--- src/csc_cfg.svh ---
// timing and encoding constants for the charge state controller
`ifndef CSC_CFG_SVH
`define CSC_CFG_SVH
`define CSC_CLK_HZ 100000000
`define CSC_BLINK_HALF_S 1
`define CSC_BLINK_CYCLES (`CSC_CLK_HZ * `CSC_BLINK_HALF_S)
`define CSC_BLINK_W 27
`define CSC_TIMER_W 40
`define CSC_OD_ON 1'b0
`define CSC_OD_OFF 1'b1
`endif

--- src/csc_pkg.sv ---
// types shared by the charge state controller
package csc_pkg;
  typedef enum logic [8:0] {
    CSC_SLEEP = 9'h001,
    CSC_PRECHG = 9'h002,
    CSC_FAST = 9'h004,
    CSC_VREG = 9'h008,
    CSC_DONE = 9'h010,
    CSC_SUSPEND = 9'h020,
    CSC_TFAULT = 9'h040,
    CSC_OVP = 9'h080,
    CSC_DETECT = 9'h100
  } csc_state_type;

  typedef struct packed {
    logic batBelowLowv;
    logic batBelowRecharge;
    logic batAtRegulation;
    logic batShort;
    logic batOvervoltage;
    logic termCurrentReached;
    logic tempOutOfRange;
    logic thermalShutdown;
    logic supplyAboveSleepExit;
  } csc_sense_type;

  typedef struct packed {
    logic belowEnable;
    logic tiedHigh;
  } csc_ttc_type;
endpackage

--- src/csc_charge_state_control.sv ---
// charge state machine, status pins and fault recovery of the charger
`timescale 1ns/1ns
`include "csc_cfg.svh"
// Operation
// - status pins: charging a on; complete b on; faults, sleep, absent both off.
// - blink variant: status a blinks at 0.5 Hz for over-discharge, suspend, timer faults.
// - in voltage regulation, end charge when termination current is reached.
// - timer control below threshold disables termination and timer; rising re-enables, resets.
// - timer control tied high disables only the safety timer.
// - restart on recharge drop, power-on below recharge, enable toggle, timer control event.
// - charge enable is active low; high disables charging.
// - falling edge of charge enable resets all timers and clears faults.
// - power good turns on above sleep exit, off during sleep.
// - enter sleep whenever supply is absent.
// - fault above recharge waits for drop, clears fault, starts battery detection.
// - fault below recharge enables detect current until battery rises above threshold.
// - power-on reset or enable toggle also clears a timeout fault.
// - overvoltage stops switching, status off, clears at recharge threshold.
// - host selects precharge rate with mode low, fast rate with mode high.
// - at regulation voltage go to voltage regulation regardless of mode input.
// - cell select low means 4.2 V single cell, high means 8.4 V two cells.
// - temperature suspend stops switching, holds timer count, resets nothing; the code resumes at precharge, and precharge to fast clears the timer.
// - precharge timer expiry before low voltage reached stops charge, reports fault.
module csc_charge_state_control
  import csc_pkg::*;
(
  input wire logic clk_sys,
  input wire logic rst_n,
  input wire csc_sense_type sense,
  input wire csc_ttc_type timerTermCtrl,
  input wire logic chargeEnable_n,
  input wire logic hostControlled,
  input wire logic chargeRateSelect,
  input wire logic blinkVariant,
  input wire logic cellSelect,
  input wire logic [`CSC_TIMER_W-1:0] prechargeLimit,
  input wire logic [`CSC_TIMER_W-1:0] chargeLimit,
  output logic pwmEnable_q,
  output logic fastRate_q,
  output logic twoCell_q,
  output logic detectCurrentEn_q,
  output logic batteryDetectStart_q,
  output logic statusOutA_n_q,
  output logic statusOutB_n_q,
  output logic supplyGood_n_q
);
  csc_state_type state_q;
  csc_state_type state_d;
  logic ceFall;
  logic ceRise;
  logic ttcAbove;
  logic ttcRise;
  logic suspendCause;
  logic switchingState;
  logic porPending_q;
  logic restart;
  logic timerOn;
  logic termOn;
  logic timerExpired;
  logic precharging;
  logic charging;
  logic [`CSC_TIMER_W-1:0] timer_q;
  logic [`CSC_BLINK_W-1:0] blinkCnt_q;
  logic blinkPhase_q;
  logic blinkFault_q;
  logic statA;
  logic statB;

  // enable pin idles low (charging allowed); no edge is seen on the first cycle
  csc_edge_det #(
    .IDLE(1'b0)
  ) i_csc_edge_det_ce (
    .clk_sys(clk_sys),
    .rst_n(rst_n),
    .level(chargeEnable_n),
    .rose(ceRise),
    .fell(ceFall)
  );

  // watched as above threshold, so leaving the disabled band is a rising edge
  assign ttcAbove = ~timerTermCtrl.belowEnable;

  csc_edge_det #(
    .IDLE(1'b1)
  ) i_csc_edge_det_ttc (
    .clk_sys(clk_sys),
    .rst_n(rst_n),
    .level(ttcAbove),
    .rose(ttcRise),
    .fell()
  );

  // pack temperature and die heat alike suspend the charge
  assign suspendCause = sense.tempOutOfRange | sense.thermalShutdown;
  assign switchingState = (state_d == CSC_PRECHG) | (state_d == CSC_FAST) |
    (state_d == CSC_VREG);
  assign timerOn = ~timerTermCtrl.belowEnable & ~timerTermCtrl.tiedHigh & ~hostControlled;
  assign termOn = ~timerTermCtrl.belowEnable & ~hostControlled;
  assign precharging = hostControlled ? ~chargeRateSelect : sense.batBelowLowv;
  assign charging = (state_q == CSC_PRECHG) | (state_q == CSC_FAST);
  assign timerExpired = timerOn &
    (timer_q >= ((state_q == CSC_PRECHG) ? prechargeLimit : chargeLimit));
  // toggle of enable, timer control rise, or power-on below recharge
  assign restart = ceFall | ceRise | ttcRise |
    (porPending_q & sense.batBelowRecharge);

  always_ff @(posedge clk_sys or negedge rst_n) begin
    if (!rst_n) begin
      porPending_q <= 1'b1;
    end else if (sense.supplyAboveSleepExit) begin
      porPending_q <= 1'b0;
    end
  end

  always_comb begin
    state_d = state_q;
    case (state_q)
      CSC_SLEEP: begin
        if (sense.supplyAboveSleepExit) begin
          state_d = sense.batBelowRecharge ? CSC_PRECHG : CSC_DONE;
        end
      end
      CSC_PRECHG, CSC_FAST: begin
        if (sense.batAtRegulation) begin
          state_d = CSC_VREG;
        end else if (timerExpired) begin
          state_d = CSC_TFAULT;
        end else if (sense.tempOutOfRange | sense.thermalShutdown) begin
          state_d = CSC_SUSPEND;
        end else begin
          state_d = precharging ? CSC_PRECHG : CSC_FAST;
        end
      end
      CSC_VREG: begin
        if (termOn & sense.termCurrentReached) begin
          state_d = CSC_DONE;
        end else if (timerExpired) begin
          state_d = CSC_TFAULT;
        end else if (sense.tempOutOfRange | sense.thermalShutdown) begin
          state_d = CSC_SUSPEND;
        end
      end
      CSC_SUSPEND: begin
        if (!suspendCause) begin
          state_d = CSC_PRECHG;
        end
      end
      CSC_DONE: begin
        if (sense.batBelowRecharge) begin
          state_d = CSC_DETECT;
        end
      end
      CSC_TFAULT: begin
        // this branch clears it only once the battery has been seen above recharge; a restart also clears it
        if (!detectCurrentEn_q & sense.batBelowRecharge) begin
          state_d = CSC_DETECT;
        end
      end
      CSC_OVP: begin
        if (sense.batBelowRecharge) begin
          state_d = CSC_DETECT;
        end
      end
      CSC_DETECT: begin
        state_d = CSC_PRECHG;
      end
      default: begin
        state_d = CSC_SLEEP;
      end
    endcase
    if (sense.batOvervoltage & (state_q != CSC_SLEEP)) begin
      state_d = CSC_OVP;
    end else if (restart & (state_q != CSC_SLEEP)) begin
      state_d = CSC_PRECHG;
    end
    if (!sense.supplyAboveSleepExit) begin
      state_d = CSC_SLEEP;
    end
  end

  always_ff @(posedge clk_sys or negedge rst_n) begin
    if (!rst_n) begin
      state_q <= CSC_SLEEP;
    end else begin
      state_q <= state_d;
    end
  end

  // timer holds in suspend, clears on restart or when the timer is re-enabled
  always_ff @(posedge clk_sys or negedge rst_n) begin
    if (!rst_n) begin
      timer_q <= '0;
    end else if (restart | !timerOn) begin
      timer_q <= '0;
    end else if ((state_q == CSC_PRECHG) & (state_d == CSC_FAST)) begin
      timer_q <= '0;
    end else if (charging | (state_q == CSC_VREG)) begin
      timer_q <= timer_q + 1'b1;
    end
  end

  // detect current on while a timed-out battery stays below recharge
  always_ff @(posedge clk_sys or negedge rst_n) begin
    if (!rst_n) begin
      detectCurrentEn_q <= 1'b0;
    end else if (state_d != CSC_TFAULT) begin
      detectCurrentEn_q <= 1'b0;
    end else if (state_q != CSC_TFAULT) begin
      detectCurrentEn_q <= sense.batBelowRecharge;
    end else if (!sense.batBelowRecharge) begin
      detectCurrentEn_q <= 1'b0;
    end
  end

  always_ff @(posedge clk_sys or negedge rst_n) begin
    if (!rst_n) begin
      batteryDetectStart_q <= 1'b0;
    end else begin
      batteryDetectStart_q <= (state_d == CSC_DETECT) & (state_q != CSC_DETECT);
    end
  end

  // enable high blocks switching; its rising edge restarts the charge at precharge
  always_ff @(posedge clk_sys or negedge rst_n) begin
    if (!rst_n) begin
      pwmEnable_q <= 1'b0;
    end else begin
      pwmEnable_q <= switchingState & ~chargeEnable_n;
    end
  end

  // regulation keeps the fast-rate loop selected
  always_ff @(posedge clk_sys or negedge rst_n) begin
    if (!rst_n) begin
      fastRate_q <= 1'b0;
    end else begin
      fastRate_q <= (state_d == CSC_FAST) | (state_d == CSC_VREG);
    end
  end

  always_ff @(posedge clk_sys or negedge rst_n) begin
    if (!rst_n) begin
      twoCell_q <= 1'b0;
    end else begin
      twoCell_q <= cellSelect;
    end
  end

  // 0.5 Hz blink, one second per phase
  // free running, so a new fault may show a shortened first phase
  always_ff @(posedge clk_sys or negedge rst_n) begin
    if (!rst_n) begin
      blinkCnt_q <= '0;
    end else if (blinkCnt_q == `CSC_BLINK_W'(`CSC_BLINK_CYCLES - 1)) begin
      blinkCnt_q <= '0;
    end else begin
      blinkCnt_q <= blinkCnt_q + 1'b1;
    end
  end

  always_ff @(posedge clk_sys or negedge rst_n) begin
    if (!rst_n) begin
      blinkPhase_q <= 1'b0;
    end else if (blinkCnt_q == `CSC_BLINK_W'(`CSC_BLINK_CYCLES - 1)) begin
      blinkPhase_q <= ~blinkPhase_q;
    end
  end

  always_ff @(posedge clk_sys or negedge rst_n) begin
    if (!rst_n) begin
      blinkFault_q <= 1'b0;
    end else begin
      blinkFault_q <= (state_d == CSC_SUSPEND) | (state_d == CSC_TFAULT) |
        (sense.batShort & (state_d != CSC_SLEEP));
    end
  end

  always_comb begin
    statA = charging | (state_q == CSC_VREG);
    statB = (state_q == CSC_DONE);
    if (blinkVariant & blinkFault_q) begin
      statA = blinkPhase_q;
      statB = 1'b0;
    end
  end

  csc_od_reg i_csc_od_reg_a (
    .clk_sys(clk_sys),
    .rst_n(rst_n),
    .lampOn(statA),
    .pin_n_q(statusOutA_n_q)
  );

  csc_od_reg i_csc_od_reg_b (
    .clk_sys(clk_sys),
    .rst_n(rst_n),
    .lampOn(statB),
    .pin_n_q(statusOutB_n_q)
  );

  csc_od_reg i_csc_od_reg_pg (
    .clk_sys(clk_sys),
    .rst_n(rst_n),
    .lampOn(sense.supplyAboveSleepExit),
    .pin_n_q(supplyGood_n_q)
  );
endmodule

// one open-drain indicator, transistor released unless the lamp is asked for
module csc_od_reg (
  input wire logic clk_sys,
  input wire logic rst_n,
  input wire logic lampOn,
  output logic pin_n_q
);
  always_ff @(posedge clk_sys or negedge rst_n) begin
    if (!rst_n) begin
      pin_n_q <= `CSC_OD_OFF;
    end else begin
      pin_n_q <= lampOn ? `CSC_OD_ON : `CSC_OD_OFF;
    end
  end
endmodule

// edge detector of a pin level, quiet on the first cycle after reset
module csc_edge_det #(
  parameter logic IDLE = 1'b0
) (
  input wire logic clk_sys,
  input wire logic rst_n,
  input wire logic level,
  output logic rose,
  output logic fell
);
  logic last_q;
  logic seen_q;

  always_ff @(posedge clk_sys or negedge rst_n) begin
    if (!rst_n) begin
      last_q <= IDLE;
    end else begin
      last_q <= level;
    end
  end

  // without this a pin held away from idle through reset would fake an edge
  always_ff @(posedge clk_sys or negedge rst_n) begin
    if (!rst_n) begin
      seen_q <= 1'b0;
    end else begin
      seen_q <= 1'b1;
    end
  end

  assign rose = seen_q & ~last_q & level;
  assign fell = seen_q & last_q & ~level;
endmodule

--- config.mk ---
export PLATFORM = sky130hd
export DESIGN_NAME = csc_charge_state_control
export DESIGN_NICKNAME = d
export VERILOG_FILES = /design/src/csc_pkg.sv /design/src/csc_charge_state_control.sv
export VERILOG_INCLUDE_DIRS = /design/src
export SDC_FILE = /design/constraint.sdc
export NUM_CORES = 1
export LEC_CHECK = 0
export ABC_AREA = 1
export BUFFER_PORTS_ARGS = -buffer_cell sky130_fd_sc_hd__buf_2
export CORE_MARGIN = 1
export CORE_UTILIZATION = 50
export DETAILED_ROUTE_END_ITERATION = 16
export MAX_ROUTING_LAYER = met4
export PLACE_DENSITY = 0.71
export SLEW_MARGIN = 0
export SYNTH_ARGS = -nofsm -noshare
export SYNTH_HDL_FRONTEND = slang
export SYNTH_SLANG_ARGS = --single-unit
export TNS_END_PERCENT = 10
--- constraint.sdc ---
create_clock -name clk_sys -period 3.8 [get_ports clk_sys]
set_input_delay 0.38 -clock clk_sys [delete_from_list [all_inputs] [get_ports clk_sys]]
set_output_delay 0.38 -clock clk_sys [all_outputs]
set_load 0.02 [all_outputs]
==> results of run 1 <==
-- cell type report --
class	instances	area share (%)
Clock buffer	12	3.24
Sequential cell	90	31.0
Timing Repair Buffer	107	7.49
Inverter	107	5.54
Clock inverter	4	0.737
Tap cell	168	2.88
Multi-Input combinational cell	600	49.2
-- cell usage in the layout, fill, tap and decap left out, types with 20 or more instances in the layout --
cell     count
a21oi_1     43
buf_2      104
dfrtp_1     84
ha_1        42
inv_1       98
mux2i_1     39
nand2_1    163
nand3_1     38
nand4_1     26
nor2_1      92
nor3_1      35
o21ai_0     20
xor2_1      37
-- power groups by stage --
stage                     clock (W)  sequential [W]  combinational (W)
after detailed placement          0         0.00100           0.000354
after floorplan                   0         0.00101           0.000225
after global routing       0.000947        0.000987           0.000396
after CTS                  0.000893        0.000986           0.000355
after global placement            0         0.00100           0.000348
final                      0.000874        0.000987           0.000352
-- stage by stage --
stage               area [sq um]  std cells
finish                      7300       1088
global route                7300       1088
floorplan                   6310        808
global placement            7010       1072
CTS                         7300       1088
detailed placement          7010       1072
-- worst reg2reg max path, cell delays in order, from the launching register on --
cell and delay [ns]:
dfrtp_1 0.42, nor2_2 0.07, nand2_2 0.10, nor2_1 0.06, nand2_2 0.07, buf_6 0.38
mux2i_1 0.38, ha_1 0.31, inv_1 0.06, nor2_1 0.03, o21ai_0 0.13, nand2_1 0.06
nand2_1 0.05, nand2_1 0.06, nand2_1 0.09, nand4_1 0.19, a21oi_2 0.26, nand3_4 0.15
nand2_4 0.35, nor2_1 0.12
-- Yosys cell counts (all sizes together), types with 2 or more instances --
master,n
nand2,170
inv,106
nor2,101
dfrtp,84
a21oi,44
nor3,43
ha,42
nand3,42
mux2i,39
xor2,37
nand4,26
o21ai,21
buf,10
nor4,10
dfstp,6
xnor2,4
and2,3
a21o,2
and3,2
nand3b,2
nor3b,2
o21a,2
-- path summary, 6_finish.rpt --
| kind | endpoint | slack [ns] | from |
|---|---|---|---|
| worst max-delay path | timer_q[33]$_DFFE_PN0P_ | 0.33 | state_q[4]$_DFF_PN0_ |
| worst min-delay path | blinkCnt_q[4]$_DFF_PN0_ | 0.11 | rst_n |
| worst max register to register | timer_q[33]$_DFFE_PN0P_ | 0.33 | state_q[4]$_DFF_PN0_ |
| worst min register to register | porPending_q$_DFFE_PN1P_ | 0.45 | porPending_q$_DFFE_PN1P_ |
| max in group asynchronous | i_csc_od_reg_b.pin_n_q$_DFF_PN1_ | 2.79 | rst_n |
| min in group clk_sys | twoCell_q$_DFF_PN0_ | 0.15 | cellSelect |
-- logic make-up (layout without fill, tap and decap cells) --
group	count (synthesis)	after routing	synth area share [%]
other cells	1	1	0.0594
fa+ha+maj	42	42	8.33
simple gates	403	403	30.4
buf+inv	118	230	7.30
xor+xnor	41	41	5.69
mux	39	39	6.19
flops	90	90	35.8
compound gates	74	74	6.27
-- layer usage --
layer / part of all wire [%] / vias to the layer above / track usage, %
li1: - / 2888 / -
met1: 48 / 2570 / 30.7
met2: 48 / 112 / 39.3
met3: 3.8 / 9 / 3.60
met4: 0.66 / 0 / 4.33
met5: 0 / - / -
==> flow_summary.ini, run 1 <==
[sta]
period_minus_slack_ns = 3.47
finalSetupTns_ns = 0
rsz0062_at_grt = false
slew_viol_final = 0
hold_ws_ns = 0.109
worstMarginPinSlew_ns = 0.892
slew_headroom_pct = 40.0
finalCritPeriodShare_pct = 91.4
hold_violations = 0
skew_ns = 0.00804
max_freq_ghz = 0.288
finalSetupViolCount = 0
fin_ws_ns = 0.325

[finish]
drive_gt1_share_pct = 18.3
fillers = 1126
reg_top3 = timer_q (40), blinkCnt_q (27), state_q (9)
multi_input_area_sq_um = 3590
nets = 1055
regArea_sq_um = 2260
largest_reg_flops = 40
syn_to_final_growth_pct = 15.7
fin_util_pct = 60.0
largest_register = timer_q
n_antenna_cell = 0

[placement]
dpl.hpwl_um = 10800
port_buffers = 105
gp_congestion = 0.909
dp_slack_ns = 0.180

[synthesis]
syn_inst = 808
synth-edff-count = 0
yosysTopAreaCell = dfrtp_1
ys.flop_type = dfrtp_1
synthesis.nets = 948
synth_top_area_share_pct = 33.3
ys_types = 49
avgSynthCellArea_sq_um = 7.81
synthTopCellsByArea = dfrtp_1, nand2_1, ha_1
seq_area_frac_synth_pct = 35.8
synthArstFlopShare_pct = 100
syn_area_sq_um = 6310
yosysWarnings = 0
ys_ff_latch = 90

[cts]
cts.sinks = 90
cts_buffers = 9
cts_tree = yes
cts-htree-levels = 3
clk_path_buf_depth = 2
cts_root_buf = clkbuf_16
cts_resized = 0
path_clk_slew_ns = 0.07
hold_buffers = 0
clock_latency_ns = 0.34
postCtsSetupRepairBufs = 0

[floorplan]
die_y_um = 114
start_util_pct = 51.9
die_area_sq_um = 13100
die_x_um = 114
num_io_pins = 106
rows = 40
core_area_sq_um = 12200

[power]
p_leak_nw = 3.88
p_sw_w = 0.000585
pwr-share-clk_pct = 39.5
comb_power_share_pct = 15.9
switching_share_pct = 26.4
p_total_w = 0.00221
vdd_ir_drop_max_mv = 0.188
power_density_nw_per_um2 = 303
seqPwrFrac_pct = 44.6
power.internal_w = 0.00163

[setup_path]
startpoint_type = flop
critPathRequiredTime_ns = 4.00
crit_top_cell = nand2_1
arrival_ns = 3.68
path_buf_inv = 2
path_cells = nor2_2 > nand2_2 > nor2_1 > nand2_2 > buf_6 > mux2i_1 > ha_1 > inv_1 > nor2_1 > o21ai_0 > nand2_1 > nand2_1 > nand2_1 > nand2_1 > nand4_1 > a21oi_2 > nand3_4 > nand2_4 > nor2_1
r2r_cells = 19
critical_path_class = reg2reg
endpoint_kind = flop
critical_path.top_delay_family = simple AND/OR/NAND/NOR gates
worstPathMaxFanout = 42
cp_num_cells = 19
slowest_delay_ns = 0.42
cp_slowest_cell = dfrtp_1

[routing]
ant_nets = 0
drt_wl_total_um = 14000
drc = 0
wl_per_cell_um = 12.9
vias = 5579
drt_iter0_drc = 330
drtPass1Iterations = 5
via_per_inst = 5.13

[global_routing]
track_usage_pct = 23.6
antenna_found_initial = 0
grt.overflow.total = 0
grt_pass1_wl_um = 23700
grt_max_degree = 62
grt_pass1_vias = 5217

[status]
outcome = finished, final reports clean

[run]
max_cap_viol_count = 0

[hold_path]
holdCritPathClass = in2async
Note: power is estimated with default switching activity, not from simulation.
==> inputs of run 2 (changes only) <==
--- a/config.mk
+++ b/config.mk
@@ -6,13 +6,13 @@
 export SDC_FILE = /design/constraint.sdc
 export NUM_CORES = 1
 export LEC_CHECK = 0
-export ABC_AREA = 1
+export ABC_AREA = 0
 export BUFFER_PORTS_ARGS = -buffer_cell sky130_fd_sc_hd__buf_2
 export CORE_MARGIN = 1
 export CORE_UTILIZATION = 50
 export DETAILED_ROUTE_END_ITERATION = 16
 export MAX_ROUTING_LAYER = met4
-export PLACE_DENSITY = 0.71
+export PLACE_DENSITY = 0.75
 export SLEW_MARGIN = 0
 export SYNTH_ARGS = -nofsm -noshare
 export SYNTH_HDL_FRONTEND = slang
==> constraint.sdc (replaced) <==
create_clock -name clk_sys -period 3 [get_ports clk_sys]
set_input_delay 0.3 -clock clk_sys [delete_from_list [all_inputs] [get_ports clk_sys]]
set_output_delay 0.3 -clock clk_sys [all_outputs]
set_load 0.02 [all_outputs]
==> flow_summary.ini, run 2 <==
[run]
max_cap_viol_count = 0

[setup_path]
endpoint_kind = flop
critPathRequiredTime_ns = 3.27
arrival_ns = 3.72
critical_path_class = reg2reg
startpoint_type = flop
worstPathMaxFanout = 8
reg2reg_from = state_q[7]$_DFF_PN0_
startpoint = state_q[7]$_DFF_PN0_

[finish]
n_antenna_cell = 0
fin_util_pct = 64.1
nets = 907
largest_reg_flops = 40
largest_register = timer_q
mostFrequentLayoutCells = buf_2, dfrtp_1, nor2_1
reg_top3 = timer_q (40), blinkCnt_q (27), state_q (9)
drive_gt1_share_pct = 26.7
syn_to_final_growth_pct = 24.7
final_common_cell = buf_2

[power]
power_density_nw_per_um2 = 437
vdd_ir_drop_max_mv = 0.342
p_total_w = 0.00321
p_leak_nw = 3.26

[sta]
fin_ws_ns = -0.450
slew_viol_final = 0
max_freq_ghz = 0.290
worstMarginPinSlew_ns = 0.690
slew_headroom_pct = 53.6
period_minus_slack_ns = 3.45
skew_ns = 0.00815
rsz0062_at_grt = true
finalSetupViolCount = 49
finalCritPeriodShare_pct = 115
hold_violations = 0

[synthesis]
synth-edff-count = 0
yosysWarnings = 0
avgSynthCellArea_sq_um = 9.46
synthSimpleGateAreaFrac_pct = 23.2
ys.flop_type = dfrtp_1
synth_fa_ha_area_share_pct = 8.91
syn_area_sq_um = 5900
yosys.cell_count.top_type = dfrtp_1
synth_compound_area_share_pct = 10.2
syn_inst = 623
yosysTopAreaCell = dfrtp_1
synthArstFlopShare_pct = 100
ys_ff_latch = 90
synth_mux_area_share_pct = 6.98
synthesis.nets = 763
synth_common_cells = dfrtp_1, nor2_1, nand2_1, ha_1, mux2i_1
synth_top_family_by_area = simple AND/OR/NAND/NOR gates
synth_top_area_share_pct = 35.7
synthTopCellsByArea = dfrtp_1, ha_1, mux2i_1
synth_xor_area_share_pct = 9.66
ys_types = 65
seq_area_frac_synth_pct = 38.3

[status]
violations = negative setup slack
outcome = finished with violations

[routing]
vias = 5300
drtPass1Iterations = 5
drc = 0
drt_wl_total_um = 15100
drt_iter0_drc = 321
ant_nets = 0
via_per_inst = 5.79
wl_per_cell_um = 16.5

[global_routing]
grt_pass1_wl_um = 24900
track_usage_pct = 26.3
antenna_found_initial = 0
grt_max_degree = 53
grt_pass1_vias = 5348
grt.overflow.total = 0

[placement]
port_buffers = 105
dpl.hpwl_um = 10800
gp_congestion = 0.964

[cts]
cts-htree-levels = 3
cts.sinks = 90
cts_buffers = 9
clock_latency_ns = 0.35
clk_path_buf_depth = 2
path_clk_slew_ns = 0.06
cts_tree = yes
cts_root_buf = clkbuf_16

[floorplan]
num_io_pins = 106
rows = 39
die_x_um = 111
start_util_pct = 51.4
core_area_sq_um = 11500
die_y_um = 111
die_area_sq_um = 12200

[hold_path]
holdCritPathClass = in2reg
worstHoldStart = cellSelect
[run 2: cell types whose count changed after synthesis, moves of 10 or more]
cell	delta
nand2_1	-113
inv_1	-84
xnor2_1	+32
a21oi_1	-18
nor3_1	-17
nand3_1	-16
nor2_1	-10
[run 2: path summary, 6_finish.rpt]
path	end	slack [ns]	cells after the start
worst max-delay path	state_q[3]$_DFF_PN0_	-0.45	13
worst min-delay path	twoCell_q$_DFF_PN0_	0.06	1
worst max register to register	state_q[3]$_DFF_PN0_	-0.45	13
worst min register to register	blinkPhase_q$_DFFE_PN0N_	0.48	1
max in group asynchronous	i_csc_od_reg_pg.pin_n_q$_DFF_PN1_	1.82	3
min in group asynchronous	timer_q[13]$_DFFE_PN0P_	0.47	2
[run 2: kinds of logic after synthesis]
logic type                 Yosys count
and+or+nand+nor                    262
AOI/OAI and AO/OA                   93
muxes                               41
buffers and inverters               29
xor gates and xnor gates            65
adders and majority gates           42
DFF                                 90
other                                1
[run 2: power breakdown]
part / switching, W / internal, W / total, W
Combinational: 0.000474 / 0.000381 / 0.000854
Clock: 0.000500 / 0.000593 / 0.00109
Sequential: 0.0000151 / 0.00125 / 0.00126
[run 2: per-layer routing]
metal	track usage (%)	up-vias	wire, um
li1	-	2548	-
met1	31.8	2529	6420
met2	43.9	195	7500
met3	4.17	28	907
met4	10.7	0	294
met5	-	-	0
[run 2: timing repair]
action | 4_1_cts | 5_1_grt
resized for setup | 17 | 15
cloned | 2 | 1
endpoints found under the setup margin | 49 | 49
hold buffers | 1 | 0
pin swaps | 11 | 17
buffers inserted | 7 | 3
hold endpoints to repair | 35 | 0
[run 2: layout make-up]
class	instances	area, sq um
fill	926	4120
tap	143	179
inverter	14	52.6
clock buffer	10	239
timing repair buffer	148	1000
sequential	90	2260
multi-input combinational	504	3570
clock inverter	6	48.8
[run 2: metrics by stage]
stage | setup TNS, ns | setup WS [ns] | area, sq um | hold WS [ns] | instances
3_3_place_gp | -16.68 | -0.379 | 6810 | 0.314 | 886
2_1_floorplan | -11.06 | -0.275 | 5970 | 0.00441 | 623
6_report | -19.67 | -0.450 | 7350 | 0.0584 | 915
4_1_cts | -15.22 | -0.356 | 7260 | 0.0505 | 912
5_1_grt | -27.79 | -0.597 | 7350 | 0.0485 | 915
3_5_place_dp | -19.67 | -0.469 | 6810 | 0.316 | 886
[run 2: worst max-delay path, stage by stage, from the launching register on]
cell,delay [ns]
dfrtp_1,0.41
nor3_4,0.20
and4b_2,0.28
buf_12,0.15
mux2i_2,0.24
ha_1,0.28
a211oi_1,0.28
nor2_1,0.09
or3_1,0.36
a211oi_2,0.29
buf_4,0.16
o21ai_1,0.13
a211o_1,0.34
a21oi_1,0.15
